[config.mk]
export PLATFORM = sky130hd
export DESIGN_NAME = sifu_top
export DESIGN_NICKNAME = d
export VERILOG_FILES = /design/src/sifu_pkg.sv /design/src/sifu_sticky.sv /design/src/sifu_sync.sv /design/src/sifu_top.sv
export VERILOG_INCLUDE_DIRS = /design/src
export SDC_FILE = /design/constraint.sdc
export NUM_CORES = 1
export LEC_CHECK = 0
export ABC_AREA = 1
export BUFFER_PORTS_ARGS = -buffer_cell sky130_fd_sc_hd__buf_2
export CORE_MARGIN = 2
export CORE_UTILIZATION = 55
export CTS_BUF_LIST = sky130_fd_sc_hd__clkbuf_2
export CTS_CLUSTER_SIZE = 10
export DETAILED_ROUTE_END_ITERATION = 8
export HOLD_SLACK_MARGIN = 0.06
export MAX_ROUTING_LAYER = met4
export PLACE_DENSITY = 0.9
export SYNTH_ARGS = -nofsm -noshare
export SYNTH_HDL_FRONTEND = slang
export SYNTH_SLANG_ARGS = --single-unit
[constraint.sdc]
create_clock -name sys_clk_i -period 4.49 [get_ports sys_clk_i]
set_clock_uncertainty 0.1 [all_clocks]
set_input_delay 0.2245 -clock sys_clk_i [delete_from_list [all_inputs] [get_ports sys_clk_i]]
set_output_delay 0.2245 -clock sys_clk_i [all_outputs]
set_load 0.05 [all_outputs]
[src/sifu_defines.svh]
// Register offsets, field positions, reset values and fill values of the status unit.
// Assumes inclusion by bare name from every file that needs them.
`ifndef SIFU_DEFINES_SVH
`define SIFU_DEFINES_SVH

`define SIFU_OFF_STATUS 8'ha0
`define SIFU_OFF_SEC 8'ha1
`define SIFU_OFF_CLIP 8'ha2
`define SIFU_OFF_LED 8'ha3
`define SIFU_OFF_LIGHT 8'ha5
`define SIFU_OFF_EN1 8'ha8
`define SIFU_OFF_EN2 8'ha9
`define SIFU_OFF_CAUSE1 8'haa
`define SIFU_OFF_CAUSE2 8'hab

`define SIFU_RST_BYTE 8'h00
`define SIFU_SAT_FILL 16'hffff

// Primary status bit positions
`define SIFU_ST_LED 7
`define SIFU_ST_CLIP 6
`define SIFU_ST_FIFO_OVF 5
`define SIFU_ST_FIFO_THR 4
`define SIFU_ST_ADC_THR 3
`define SIFU_ST_LIGHT 2
`define SIFU_ST_SEQ 1
`define SIFU_ST_ADC 0

// Secondary status bit positions
`define SIFU_ST2_HIGH 2
`define SIFU_ST2_LOW 1
`define SIFU_ST2_ECG 0

// Light status bit positions
`define SIFU_LT_CH1_OVER 5
`define SIFU_LT_CH1_UNDER 4
`define SIFU_LT_CH0_OVER 3
`define SIFU_LT_CH0_UNDER 2
`define SIFU_LT_SAT 1
`define SIFU_LT_DONE 0

// Secondary enable bit positions
`define SIFU_EN2_CH1 2
`define SIFU_EN2_CH0 1
`define SIFU_EN2_ECG 0

`endif

[src/sifu_pkg.sv]
// Types shared by the status unit files.
// Assumes nothing beyond the defines header.
`default_nettype none

package sifu_pkg;
    typedef logic [7:0] sifu_byte_t;
    typedef enum logic [1:0] {
        SIFU_CLR_WRITE_ONE = 2'b01,
        SIFU_CLR_ON_READ = 2'b10
    } sifu_clr_mode_t;
endpackage

`default_nettype wire

[src/sifu_sticky.sv]
// Vector of sticky flags; a set in the same cycle as a clear wins.
// Assumes set and clear come from logic on the same clock.
`default_nettype none

module sifu_sticky
    import sifu_pkg::*;
#(
    parameter int W = 4
) (
    input wire logic sys_clk_i,
    input wire logic rst_n_i,
    input wire logic [W-1:0] set_i,
    input wire logic [W-1:0] clr_i,
    output logic [W-1:0] flags_o
);
    generate
        if (W < 1) begin : g_bad
            $error("sifu_sticky width must be at least one");
        end
    endgenerate

    genvar i;
    generate
        for (i = 0; i < W; i++) begin : g_bit
            always_ff @(posedge sys_clk_i or negedge rst_n_i) begin
                if (!rst_n_i) begin
                    flags_o[i] <= 1'b0;
                end else if (set_i[i]) begin
                    flags_o[i] <= 1'b1;
                end else if (clr_i[i]) begin
                    flags_o[i] <= 1'b0;
                end
            end
        end
    endgenerate
endmodule

`default_nettype wire

[src/sifu_sync.sv]
// Two-stage synchroniser for a vector of asynchronous levels.
// Assumes an asynchronous active-low reset from the top.
`default_nettype none

module sifu_sync
    import sifu_pkg::*;
#(
    parameter int W = 8
) (
    input wire logic sys_clk_i,
    input wire logic rst_n_i,
    input wire logic [W-1:0] async_i,
    output logic [W-1:0] sync_o
);
    logic [W-1:0] stage1;

    generate
        if (W < 1) begin : g_bad
            $error("sifu_sync width must be at least one");
        end
    endgenerate

    genvar i;
    generate
        for (i = 0; i < W; i++) begin : g_bit
            always_ff @(posedge sys_clk_i or negedge rst_n_i) begin
                if (!rst_n_i) begin
                    stage1[i] <= 1'b0;
                    sync_o[i] <= 1'b0;
                end else begin
                    stage1[i] <= async_i[i];
                    sync_o[i] <= stage1[i];
                end
            end
        end
    endgenerate
endmodule

`default_nettype wire

[src/sifu_top.sv]
// Status and interrupt unit: sticky flags, enable masks, cause registers, interrupt pin.
// Assumes a register port on sys_clk_i and measurement events on the same clock;
// clip and LED supply comparators are asynchronous.
//
// Summary of operation
// - Normal mode: write one clears secondary bit
// - Clear-on-read mode: reading secondary clears all
// - Clip flags: bits 3..0 sticky, read-only
// - LED undervolt flags: one sticky per channel
// - Light bits 5,4: channel one over/under
// - Light bits 3,2: channel zero over/under
// - Saturation sets bit 1, data forced ffff
// - Light bit 0 set on measurement done
// - Primary causes gated by primary enable mask
// - Secondary enables bits 2,1 gate light channels
// - Secondary enable bit 0 gates ECG cause, not flag
// - Cause registers show enabled active flags
// - OR of causes pulls pin low
// - Secondary causes: high, low, ECG
// - Clearing clip/LED flag clears underlying bits
// - FIFO threshold follows level; overflow sticky
// - ECG event polarity selects low or high
`include "sifu_defines.svh"
`default_nettype none

module sifu_top
    import sifu_pkg::*;
#(
    parameter int DATA_W = 16
) (
    input wire logic sys_clk_i,
    input wire logic rstn_i,
    input wire logic [7:0] reg_addr_i,
    input wire logic reg_wr_i,
    input wire logic reg_rd_i,
    input wire logic [7:0] reg_wdata_i,
    output logic [7:0] reg_rdata_o,
    output logic reg_rvalid_o,
    input wire logic photodiode_clip_low_i,
    input wire logic photodiode_clip_high_i,
    input wire logic second_path_clip_low_i,
    input wire logic second_path_clip_high_i,
    input wire logic [3:0] led_undervolt_i,
    input wire logic light_ch1_over_limit_i,
    input wire logic light_ch1_under_limit_i,
    input wire logic light_ch0_over_limit_i,
    input wire logic light_ch0_under_limit_i,
    input wire logic light_sat_i,
    input wire logic light_done_i,
    input wire logic light_data_valid_i,
    input wire logic [DATA_W-1:0] light_ch0_data_i,
    input wire logic [DATA_W-1:0] light_ch1_data_i,
    output logic [DATA_W-1:0] light_ch0_data_o,
    output logic [DATA_W-1:0] light_ch1_data_o,
    input wire logic adc_done_i,
    input wire logic seq_done_i,
    input wire logic adc_over_thresh_i,
    input wire logic fifo_overflow_i,
    input wire logic fifo_above_thresh_i,
    input wire logic ecg_below_low_i,
    input wire logic ecg_above_high_i,
    input wire logic ecg_polarity_i,
    input wire logic sec_clr_on_read_i,
    output logic int_n_o,
    output logic int_oe_o
);
    // ------------------------------------------------------------
    // Parameter check and reset release
    // ------------------------------------------------------------
    generate
        if (DATA_W != 16) begin : g_bad
            $error("sifu_top data width must be 16");
        end
    endgenerate

    logic rst_meta;
    logic rst_n;

    always_ff @(posedge sys_clk_i or negedge rstn_i) begin
        if (!rstn_i) begin
            rst_meta <= 1'b0;
            rst_n <= 1'b0;
        end else begin
            rst_meta <= 1'b1;
            rst_n <= rst_meta;
        end
    end

    // ------------------------------------------------------------
    // Register access decode
    // ------------------------------------------------------------
    sifu_clr_mode_t clr_mode;
    logic wr_status;
    logic wr_sec;
    logic rd_sec;
    logic wr_en1;
    logic wr_en2;

    assign clr_mode = sec_clr_on_read_i ? SIFU_CLR_ON_READ : SIFU_CLR_WRITE_ONE;
    assign wr_status = reg_wr_i && (reg_addr_i == `SIFU_OFF_STATUS);
    assign wr_sec = reg_wr_i && (reg_addr_i == `SIFU_OFF_SEC);
    assign rd_sec = reg_rd_i && (reg_addr_i == `SIFU_OFF_SEC);
    assign wr_en1 = reg_wr_i && (reg_addr_i == `SIFU_OFF_EN1);
    assign wr_en2 = reg_wr_i && (reg_addr_i == `SIFU_OFF_EN2);

    // ------------------------------------------------------------
    // Clip and LED supply flags
    // ------------------------------------------------------------
    logic [7:0] cmp_async;
    logic [7:0] cmp_sync;
    logic [3:0] clip_flags;
    logic [3:0] led_flags;
    logic [3:0] clip_clr;
    logic [3:0] led_clr;

    assign cmp_async = {led_undervolt_i, photodiode_clip_low_i, photodiode_clip_high_i,
                        second_path_clip_low_i, second_path_clip_high_i};

    sifu_sync #(
        .W(8)
    ) u_cmp_sync (
        .sys_clk_i(sys_clk_i),
        .rst_n_i(rst_n),
        .async_i(cmp_async),
        .sync_o(cmp_sync)
    );

    assign clip_clr = {4{wr_status && reg_wdata_i[`SIFU_ST_CLIP]}};
    assign led_clr = {4{wr_status && reg_wdata_i[`SIFU_ST_LED]}};

    sifu_sticky #(
        .W(4)
    ) u_clip (
        .sys_clk_i(sys_clk_i),
        .rst_n_i(rst_n),
        .set_i(cmp_sync[3:0]),
        .clr_i(clip_clr),
        .flags_o(clip_flags)
    );

    sifu_sticky #(
        .W(4)
    ) u_led (
        .sys_clk_i(sys_clk_i),
        .rst_n_i(rst_n),
        .set_i(cmp_sync[7:4]),
        .clr_i(led_clr),
        .flags_o(led_flags)
    );

    // ------------------------------------------------------------
    // Light measurement flags and data
    // ------------------------------------------------------------
    logic [5:0] light_flags;
    logic [5:0] light_set;
    logic [5:0] light_clr;

    assign light_set = {light_ch1_over_limit_i, light_ch1_under_limit_i,
                        light_ch0_over_limit_i, light_ch0_under_limit_i,
                        light_sat_i,
                        light_done_i};
    assign light_clr = {6{wr_status && reg_wdata_i[`SIFU_ST_LIGHT]}};

    sifu_sticky #(
        .W(6)
    ) u_light (
        .sys_clk_i(sys_clk_i),
        .rst_n_i(rst_n),
        .set_i(light_set),
        .clr_i(light_clr),
        .flags_o(light_flags)
    );

    always_ff @(posedge sys_clk_i or negedge rst_n) begin
        if (!rst_n) begin
            light_ch0_data_o <= '0;
            light_ch1_data_o <= '0;
        end else if (light_sat_i) begin
            light_ch0_data_o <= `SIFU_SAT_FILL;
            light_ch1_data_o <= `SIFU_SAT_FILL;
        end else if (light_data_valid_i) begin
            light_ch0_data_o <= light_ch0_data_i;
            light_ch1_data_o <= light_ch1_data_i;
        end
    end

    // ------------------------------------------------------------
    // Enable masks
    // ------------------------------------------------------------
    sifu_byte_t en1;
    sifu_byte_t en2;

    always_ff @(posedge sys_clk_i or negedge rst_n) begin
        if (!rst_n) begin
            en1 <= `SIFU_RST_BYTE;
        end else if (wr_en1) begin
            en1 <= reg_wdata_i;
        end
    end

    always_ff @(posedge sys_clk_i or negedge rst_n) begin
        if (!rst_n) begin
            en2 <= `SIFU_RST_BYTE;
        end else if (wr_en2) begin
            en2 <= reg_wdata_i;
        end
    end

    // ------------------------------------------------------------
    // Primary status
    // ------------------------------------------------------------
    logic [4:0] prim_set;
    logic [4:0] prim_clr;
    logic [4:0] prim_flags;
    sifu_byte_t status;

    assign prim_set = {fifo_overflow_i, adc_over_thresh_i, light_done_i, seq_done_i, adc_done_i};
    assign prim_clr = {5{wr_status}} & {reg_wdata_i[`SIFU_ST_FIFO_OVF],
                                        reg_wdata_i[`SIFU_ST_ADC_THR],
                                        reg_wdata_i[`SIFU_ST_LIGHT],
                                        reg_wdata_i[`SIFU_ST_SEQ],
                                        reg_wdata_i[`SIFU_ST_ADC]};

    sifu_sticky #(
        .W(5)
    ) u_prim (
        .sys_clk_i(sys_clk_i),
        .rst_n_i(rst_n),
        .set_i(prim_set),
        .clr_i(prim_clr),
        .flags_o(prim_flags)
    );

    always_comb begin
        status = `SIFU_RST_BYTE;
        status[`SIFU_ST_LED] = |led_flags;
        status[`SIFU_ST_CLIP] = |clip_flags;
        status[`SIFU_ST_FIFO_OVF] = prim_flags[4];
        status[`SIFU_ST_FIFO_THR] = fifo_above_thresh_i;
        status[`SIFU_ST_ADC_THR] = prim_flags[3];
        status[`SIFU_ST_LIGHT] = prim_flags[2];
        status[`SIFU_ST_SEQ] = prim_flags[1];
        status[`SIFU_ST_ADC] = prim_flags[0];
    end

    // ------------------------------------------------------------
    // Secondary status
    // ------------------------------------------------------------
    logic [2:0] sec_set;
    logic [2:0] sec_clr;
    logic [2:0] sec_flags;
    logic ecg_event;

    assign ecg_event = ecg_polarity_i ? ecg_above_high_i : ecg_below_low_i;
    assign sec_set = {(light_ch1_over_limit_i && en2[`SIFU_EN2_CH1]) ||
                      (light_ch0_over_limit_i && en2[`SIFU_EN2_CH0]),
                      (light_ch1_under_limit_i && en2[`SIFU_EN2_CH1]) ||
                      (light_ch0_under_limit_i && en2[`SIFU_EN2_CH0]),
                      ecg_event};
    assign sec_clr = (clr_mode == SIFU_CLR_ON_READ) ? {3{rd_sec}} :
                     ({3{wr_sec}} & reg_wdata_i[2:0]);

    sifu_sticky #(
        .W(3)
    ) u_sec (
        .sys_clk_i(sys_clk_i),
        .rst_n_i(rst_n),
        .set_i(sec_set),
        .clr_i(sec_clr),
        .flags_o(sec_flags)
    );

    // ------------------------------------------------------------
    // Causes and interrupt pin
    // ------------------------------------------------------------
    sifu_byte_t next_cause1;
    sifu_byte_t next_cause2;
    sifu_byte_t cause1;
    sifu_byte_t cause2;
    logic [2:0] en2_eff;

    assign en2_eff = {en2[`SIFU_EN2_CH1] || en2[`SIFU_EN2_CH0],
                      en2[`SIFU_EN2_CH1] || en2[`SIFU_EN2_CH0],
                      en2[`SIFU_EN2_ECG]};
    assign next_cause1 = status & en1;
    assign next_cause2 = {5'h00, sec_flags & en2_eff};

    always_ff @(posedge sys_clk_i or negedge rst_n) begin
        if (!rst_n) begin
            cause1 <= `SIFU_RST_BYTE;
            cause2 <= `SIFU_RST_BYTE;
        end else begin
            cause1 <= next_cause1;
            cause2 <= next_cause2;
        end
    end

    always_ff @(posedge sys_clk_i or negedge rst_n) begin
        if (!rst_n) begin
            int_n_o <= 1'b0;
            int_oe_o <= 1'b0;
        end else begin
            int_n_o <= 1'b0;
            int_oe_o <= (|next_cause1) || (|next_cause2);
        end
    end

    // ------------------------------------------------------------
    // Read port
    // ------------------------------------------------------------
    sifu_byte_t next_rdata;

    always_comb begin
        next_rdata = `SIFU_RST_BYTE;
        case (reg_addr_i)
            `SIFU_OFF_STATUS: next_rdata = status;
            `SIFU_OFF_SEC: next_rdata = {5'h00, sec_flags};
            `SIFU_OFF_CLIP: next_rdata = {4'h0, clip_flags};
            `SIFU_OFF_LED: next_rdata = {4'h0, led_flags};
            `SIFU_OFF_LIGHT: next_rdata = {2'h0, light_flags};
            `SIFU_OFF_EN1: next_rdata = en1;
            `SIFU_OFF_EN2: next_rdata = en2;
            `SIFU_OFF_CAUSE1: next_rdata = cause1;
            `SIFU_OFF_CAUSE2: next_rdata = cause2;
            default: next_rdata = `SIFU_RST_BYTE;
        endcase
    end

    always_ff @(posedge sys_clk_i or negedge rst_n) begin
        if (!rst_n) begin
            reg_rdata_o <= `SIFU_RST_BYTE;
            reg_rvalid_o <= 1'b0;
        end else begin
            reg_rvalid_o <= reg_rd_i;
            if (reg_rd_i) begin
                reg_rdata_o <= next_rdata;
            end
        end
    end
endmodule

`default_nettype wire

# After elaboration in Yosys (flattened, before gate mapping)
# Index checks and enable logic that the tools add are counted.
[classes]
n_eq_ne = 10
mux = 41
bitwise_logic = 4
reduce_logical = 43
[op_table]
columns = ["cell", "n"]
rows = [
  ["$eq A8 B8 Y1 const B", 9],
  ["$pmux W8 S9", 1],
  ["$mux W16", 4],
  ["$reduce_bool A2 Y1", 23],
  ["$mux W1", 34],
  ["$logic_and A1 B1 Y1", 12],
  ["$and A8 B8 Y8", 1],
  ["$reduce_or A4 Y1", 2],
  ["$reduce_or A8 Y1", 1],
  ["$and A3 B3 Y3", 2],
  ["$and A5 B5 Y5", 1],
  ["$logic_or A1 B1 Y1", 4],
  ["$mux W3", 1],
  ["$reduce_or A3 Y1", 1],
  ["$eq A2 B2 Y1 const B", 1],
  ["$mux W2", 1],
]
[totals]
reg_bits = 109
wordCells = 147

# Logic depth before layout (Yosys ltp)
[logic_depth]
ltp_word = 6
ltp_mapped = 11
depth_no_buf = 9

# Cells and area by module
# From an unflattened synthesis, not the netlist that was laid out.
[hier_totals]
hier_cells = 556
area_unflattened_um2 = 4832.1
[modules_own_cells]
columns = ["module", "n_inst", "cells_per_inst", "area_per_inst_um2"]
rows = [
  ["sifu_top", 1, 430, 3550.9],
  ["sifu_sync", 1, 16, 400.4],
  ["sifu_sticky (u_clip ...)", 2, 20, 160.2],
  ["sifu_sticky (u_light)", 1, 30, 240.2],
  ["sifu_sticky (u_prim)", 1, 25, 200.2],
  ["sifu_sticky (u_sec)", 1, 15, 120.1],
]

# Worst setup path after synthesis
# OpenSTA, ideal clock, no wires.
[synth_timing]
path_kind = "in2reg"
startpoint = "input port reg_addr_i[6]"
endpoint = "register u_sec.flags_o[1]"
arrival_time_ns = 1.009
t_required_ns = 4.253
path_slack_ns = 3.243
stages = 8
path_buffers = 2
path_cell_list = "inv_2 > nand2_2 > nor2_8 > buf_6 > buf_6 > nand4_2 > nand3_1 > o221ai_1"
[synth_via]
elab_chain_cells = 5
word_cells_on_any_way = 6
[synth_lines]
columns = ["element", "line", "source"]
rows = [
  ["start: declaration", "sifu_top.sv:33", "input wire logic [7:0] reg_addr_i,"],
  ["$eq A8 B8 Y1 (*)", "n/a", ""],
  ["$logic_and A1 B1 Y1", "sifu_top.sv:101", "assign wr_sec = reg_wr_i && (reg_addr_i == `SIFU_OFF_SEC);"],
  ["$and A3 B3 Y3", "sifu_top.sv:261", "({3{wr_sec}} & reg_wdata_i[2:0]);"],
  ["$mux W3 (*)", "sifu_top.sv:260", "assign sec_clr = (clr_mode == SIFU_CLR_ON_READ) ? {3{rd_sec}} :"],
  ["$reduce_bool A2 Y1 (no line) (*)", "n/a", ""],
  ["end signal: indexed assignment", "sifu_sticky.sv:27", "flags_o[i] <= 1'b0;"],
  ["end signal: indexed assignment", "sifu_sticky.sv:29", "flags_o[i] <= 1'b1;"],
  ["end signal: indexed assignment", "sifu_sticky.sv:31", "flags_o[i] <= 1'b0;"],
  ["end: declaration", "sifu_sticky.sv:14", "output logic [W-1:0] flags_o"],
]
# Mark *: on every way between the ends. The rest lies on a longest branch, timed or not.
# A chain may end at the register's enable or synchronous reset.

# Final worst setup path
[layout_timing]
startpoint = "input port reg_addr_i[2]"
endpoint = "register u_light.flags_o[2]"
[layout_via]
elab_chain_cells = 4
[layout_lines]
columns = ["element", "line", "source"]
rows = [
  ["$eq A8 B8 Y1 (no line)", "n/a", ""],
  ["$logic_and A1 B1 Y1", "sifu_top.sv:100", "assign wr_status = reg_wr_i && (reg_addr_i == `SIFU_OFF_STATUS);"],
  ["$logic_and A1 B1 Y1", "sifu_top.sv:162", "assign light_clr = {6{wr_status && reg_wdata_i[`SIFU_ST_LIGHT]}};"],
  ["$reduce_bool A2 Y1 (no line)", "n/a", ""],
  ["end signal: indexed assignment", "sifu_sticky.sv:27", ""],
  ["end signal: indexed assignment", "sifu_sticky.sv:29", ""],
  ["end signal: indexed assignment", "sifu_sticky.sv:31", ""],
  ["end: declaration", "sifu_sticky.sv:14", ""],
]
# Every way passes these cells.

==> impl_metrics.ini <==
[placement]
dpl_cell_area_um2 = 5260
port_buffers = 117
finalWeightedCongestion = 0.925
hpwl_um = 7910

[sta]
setup_tns_ns = 0
rsz0062_at_grt = no
holdWs_ns = 0.130
max_freq_ghz = 0.469
relSlewSlack_pct = 34.2
min_period_over_period_pct = 47.5
finalSetupViolCount = 0
tightest_slew_ns = 0.986
min_period_ns = 2.13
hold_viol_final = 0
drv_slew = 0

[cells_and_area]
final_area_um2 = 6370
drive_above_1_share_pct = 23.3
nFillCells = 512
nNetsFinal = 795
antenna_cells = 0
area_growth_pct = 37.3

[cts]
cts_tree = done
cts.sinks = 108
clockRootBuffer = clkbuf_2
clock_latency_ns = 0.61
postCtsSetupBuffers = 0
hold_buffers = 100
cts_inserted_buffers = 9
cts.clk_slew.worst_paths_ns = 0.33
htreeDepth = 3
clockBufferDepth = 2
cts_resized = 0

[detailed_routing]
via_per_inst = 5.48
drc = 0
wl_per_cell_um = 17.2
finalWirelength_um = 14300
vias = 4542
first_pass_iters = 8
final_antenna_net_count = 0
first_iter_violations = 363

[pwr]
total_power_mw = 1.84
powerDensity_nw_per_um2 = 289
p_leak_nw = 3.39
irDropWorstVdd_v = 0.000203

[run]
maxCapViolations = 0

[die]
die_width_um = 95.9
initial_core_util_pct = 56.5
io_pins = 119
rows = 33
dieArea_um2 = 9190
core_area_um2 = 8220
die-height_um = 95.9

[logic_synthesis]
synthCells = 510
ys_top_cells_by_area = dfrtp_1 58%, nand2_1 7.0%, inv_1 6.2%
syn_nets = 586
synth_edf_count = 0
syn_area_um2 = 4640
postSynth.asyncResetShare_pct = 100
yosys_warnings = 0
avgSynthCellArea_um2 = 9.10
ys_seq_area_share_pct = 58.2
synth_top_area_cell = dfrtp_1
synth_top_area_share_pct = 58.2
synth_cell_types = 31
synth_ff_type = dfrtp_1
yosys_register_bits = 108

[status]
status = finished, final reports clean

[critical_path]
startpoint = reg_addr_i[2]
arrival_ns = 2.53
startpoint_type = input port
cp_max_fo = 12
cp_data_required_time_ns = 4.89
critPathKind = in -> reg
r2r_start = rst_n
end_kind = flip-flop

[global_route]
grt_pass1_wl_um = 22400
grt_pass1_vias = 4574
grt_max_degree = 81
grt-ovfl-total = 0
antenna_found_initial = 0
track_usage_pct = 33.6

[min_path]
min_path_type = in -> reg
hold_path_startpoint = led_undervolt_i[1]
[worst paths after layout]
| path | slack [ns] | endpoint | cells after the start |
|---|---|---|---|
| worst min register to register | 0.29 | u_cmp_sync.sync_o[4] | 0 |
| min in group asynchronous | 0.30 | rst_n | 3 |
| max in group asynchronous | 2.94 | light_ch0_data_o[3] | 1 |
| worst min-delay path | 0.13 | u_cmp_sync.stage1[5] | 2 |
| worst max-delay path | 2.36 | u_light.flags_o[2] | 11 |
| worst max register to register | 2.94 | light_ch0_data_o[3] | 1 |
[cell type report]
class | instances | area (um^2) | area share [%]
Timing Repair Buffer | 218 | 1590 | 25.0
Multi-Input combinational cell | 297 | 1510 | 23.6
Clock buffer | 9 | 45.0 | 0.707
Inverter | 85 | 319 | 5.01
Clock inverter | 7 | 71.3 | 1.12
Tap cell | 105 | 131 | 2.06
Sequential cell | 108 | 2710 | 42.5
[logic make-up (layout without fill, tap and decap cells)]
group	after synthesis	in the layout	synth area share [%]
compound gates	106	106	12.8
flops	108	108	58.2
buf+inv	105	319	9.35
other cells	2	2	0.162
simple gates	188	188	19.3
mux	1	1	0.216
[state kept, by name (all words and copies together), names as in the netlist, 3 cells and up]
register,count
cause1,8
cause2,3
en1,8
en2,8
light_ch0_data_o,16
light_ch1_data_o,16
reg_rdata_o,8
u_clip.flags_o,4
u_cmp_sync.stage1,8
u_cmp_sync.sync_o,8
u_led.flags_o,4
u_light.flags_o,6
u_prim.flags_o,4
u_sec.flags_o,3
[cells in the final DEF (no fill, tap or decap), drive strengths merged]
cell type / instances
a21oi: 34
and2: 1
buf: 118
clkbuf: 9
clkinv: 5
conb: 2
dfrtp: 108
dlygate4sd3: 100
inv: 87
mux2i: 1
nand2: 96
nand3: 45
nand4: 6
nor2: 33
nor3: 6
o21a: 1
o21ai: 60
o21bai: 9
o221ai: 2
or2: 1
[through the flow]
step                setup WS [ns]  utilization, %  cells
global placement             2.64            64.0    713
global route                 2.32            77.6    829
detailed placement           2.53            64.0    713
finish                       2.36            77.6    829
floorplan                    1.16               -    510
CTS                          2.45            77.6    829
[layer usage]
| metal | GRT usage, % | part of all wire (%) |
|---|---|---|
| met1 | 43.6 | 40 |
| met2 | 53.0 | 48 |
| met3 | 6.50 | 8.8 |
| met4 | 12.4 | 3.2 |
| met5 | - | 0 |
[critical path: stages]
cell and delay [ns]:
dlygate4sd3_1 0.53, buf_2 0.14, inv_2 0.08, nand2_2 0.10, nor2_4 0.16, nand2_2 0.09, inv_2 0.11, nand2_2 0.20
o21ai_1 0.22, nand2_1 0.10, dlygate4sd3_1 0.57
[where the power goes]
part / internal [mW] / switching, mW / total, mW / leakage (nW)
clock network: 0.0885 / 0.350 / 0.439 / 0.0700
logic: 0.126 / 0.213 / 0.340 / 2.09
registers: 1.02 / 0.0433 / 1.07 / 1.23
total: 1.24 / 0.607 / 1.84 / 3.39
[Yosys cell counts (all sizes together), types with 6 or more instances]
cell,instances
a21oi,34
buf,13
clkbuf,7
dfrtp,108
inv,85
nand2,96
nand3,45
nand4,6
nor2,33
nor3,6
o21ai,60
o21bai,9
Note: power is estimated with default switching activity, not from simulation.
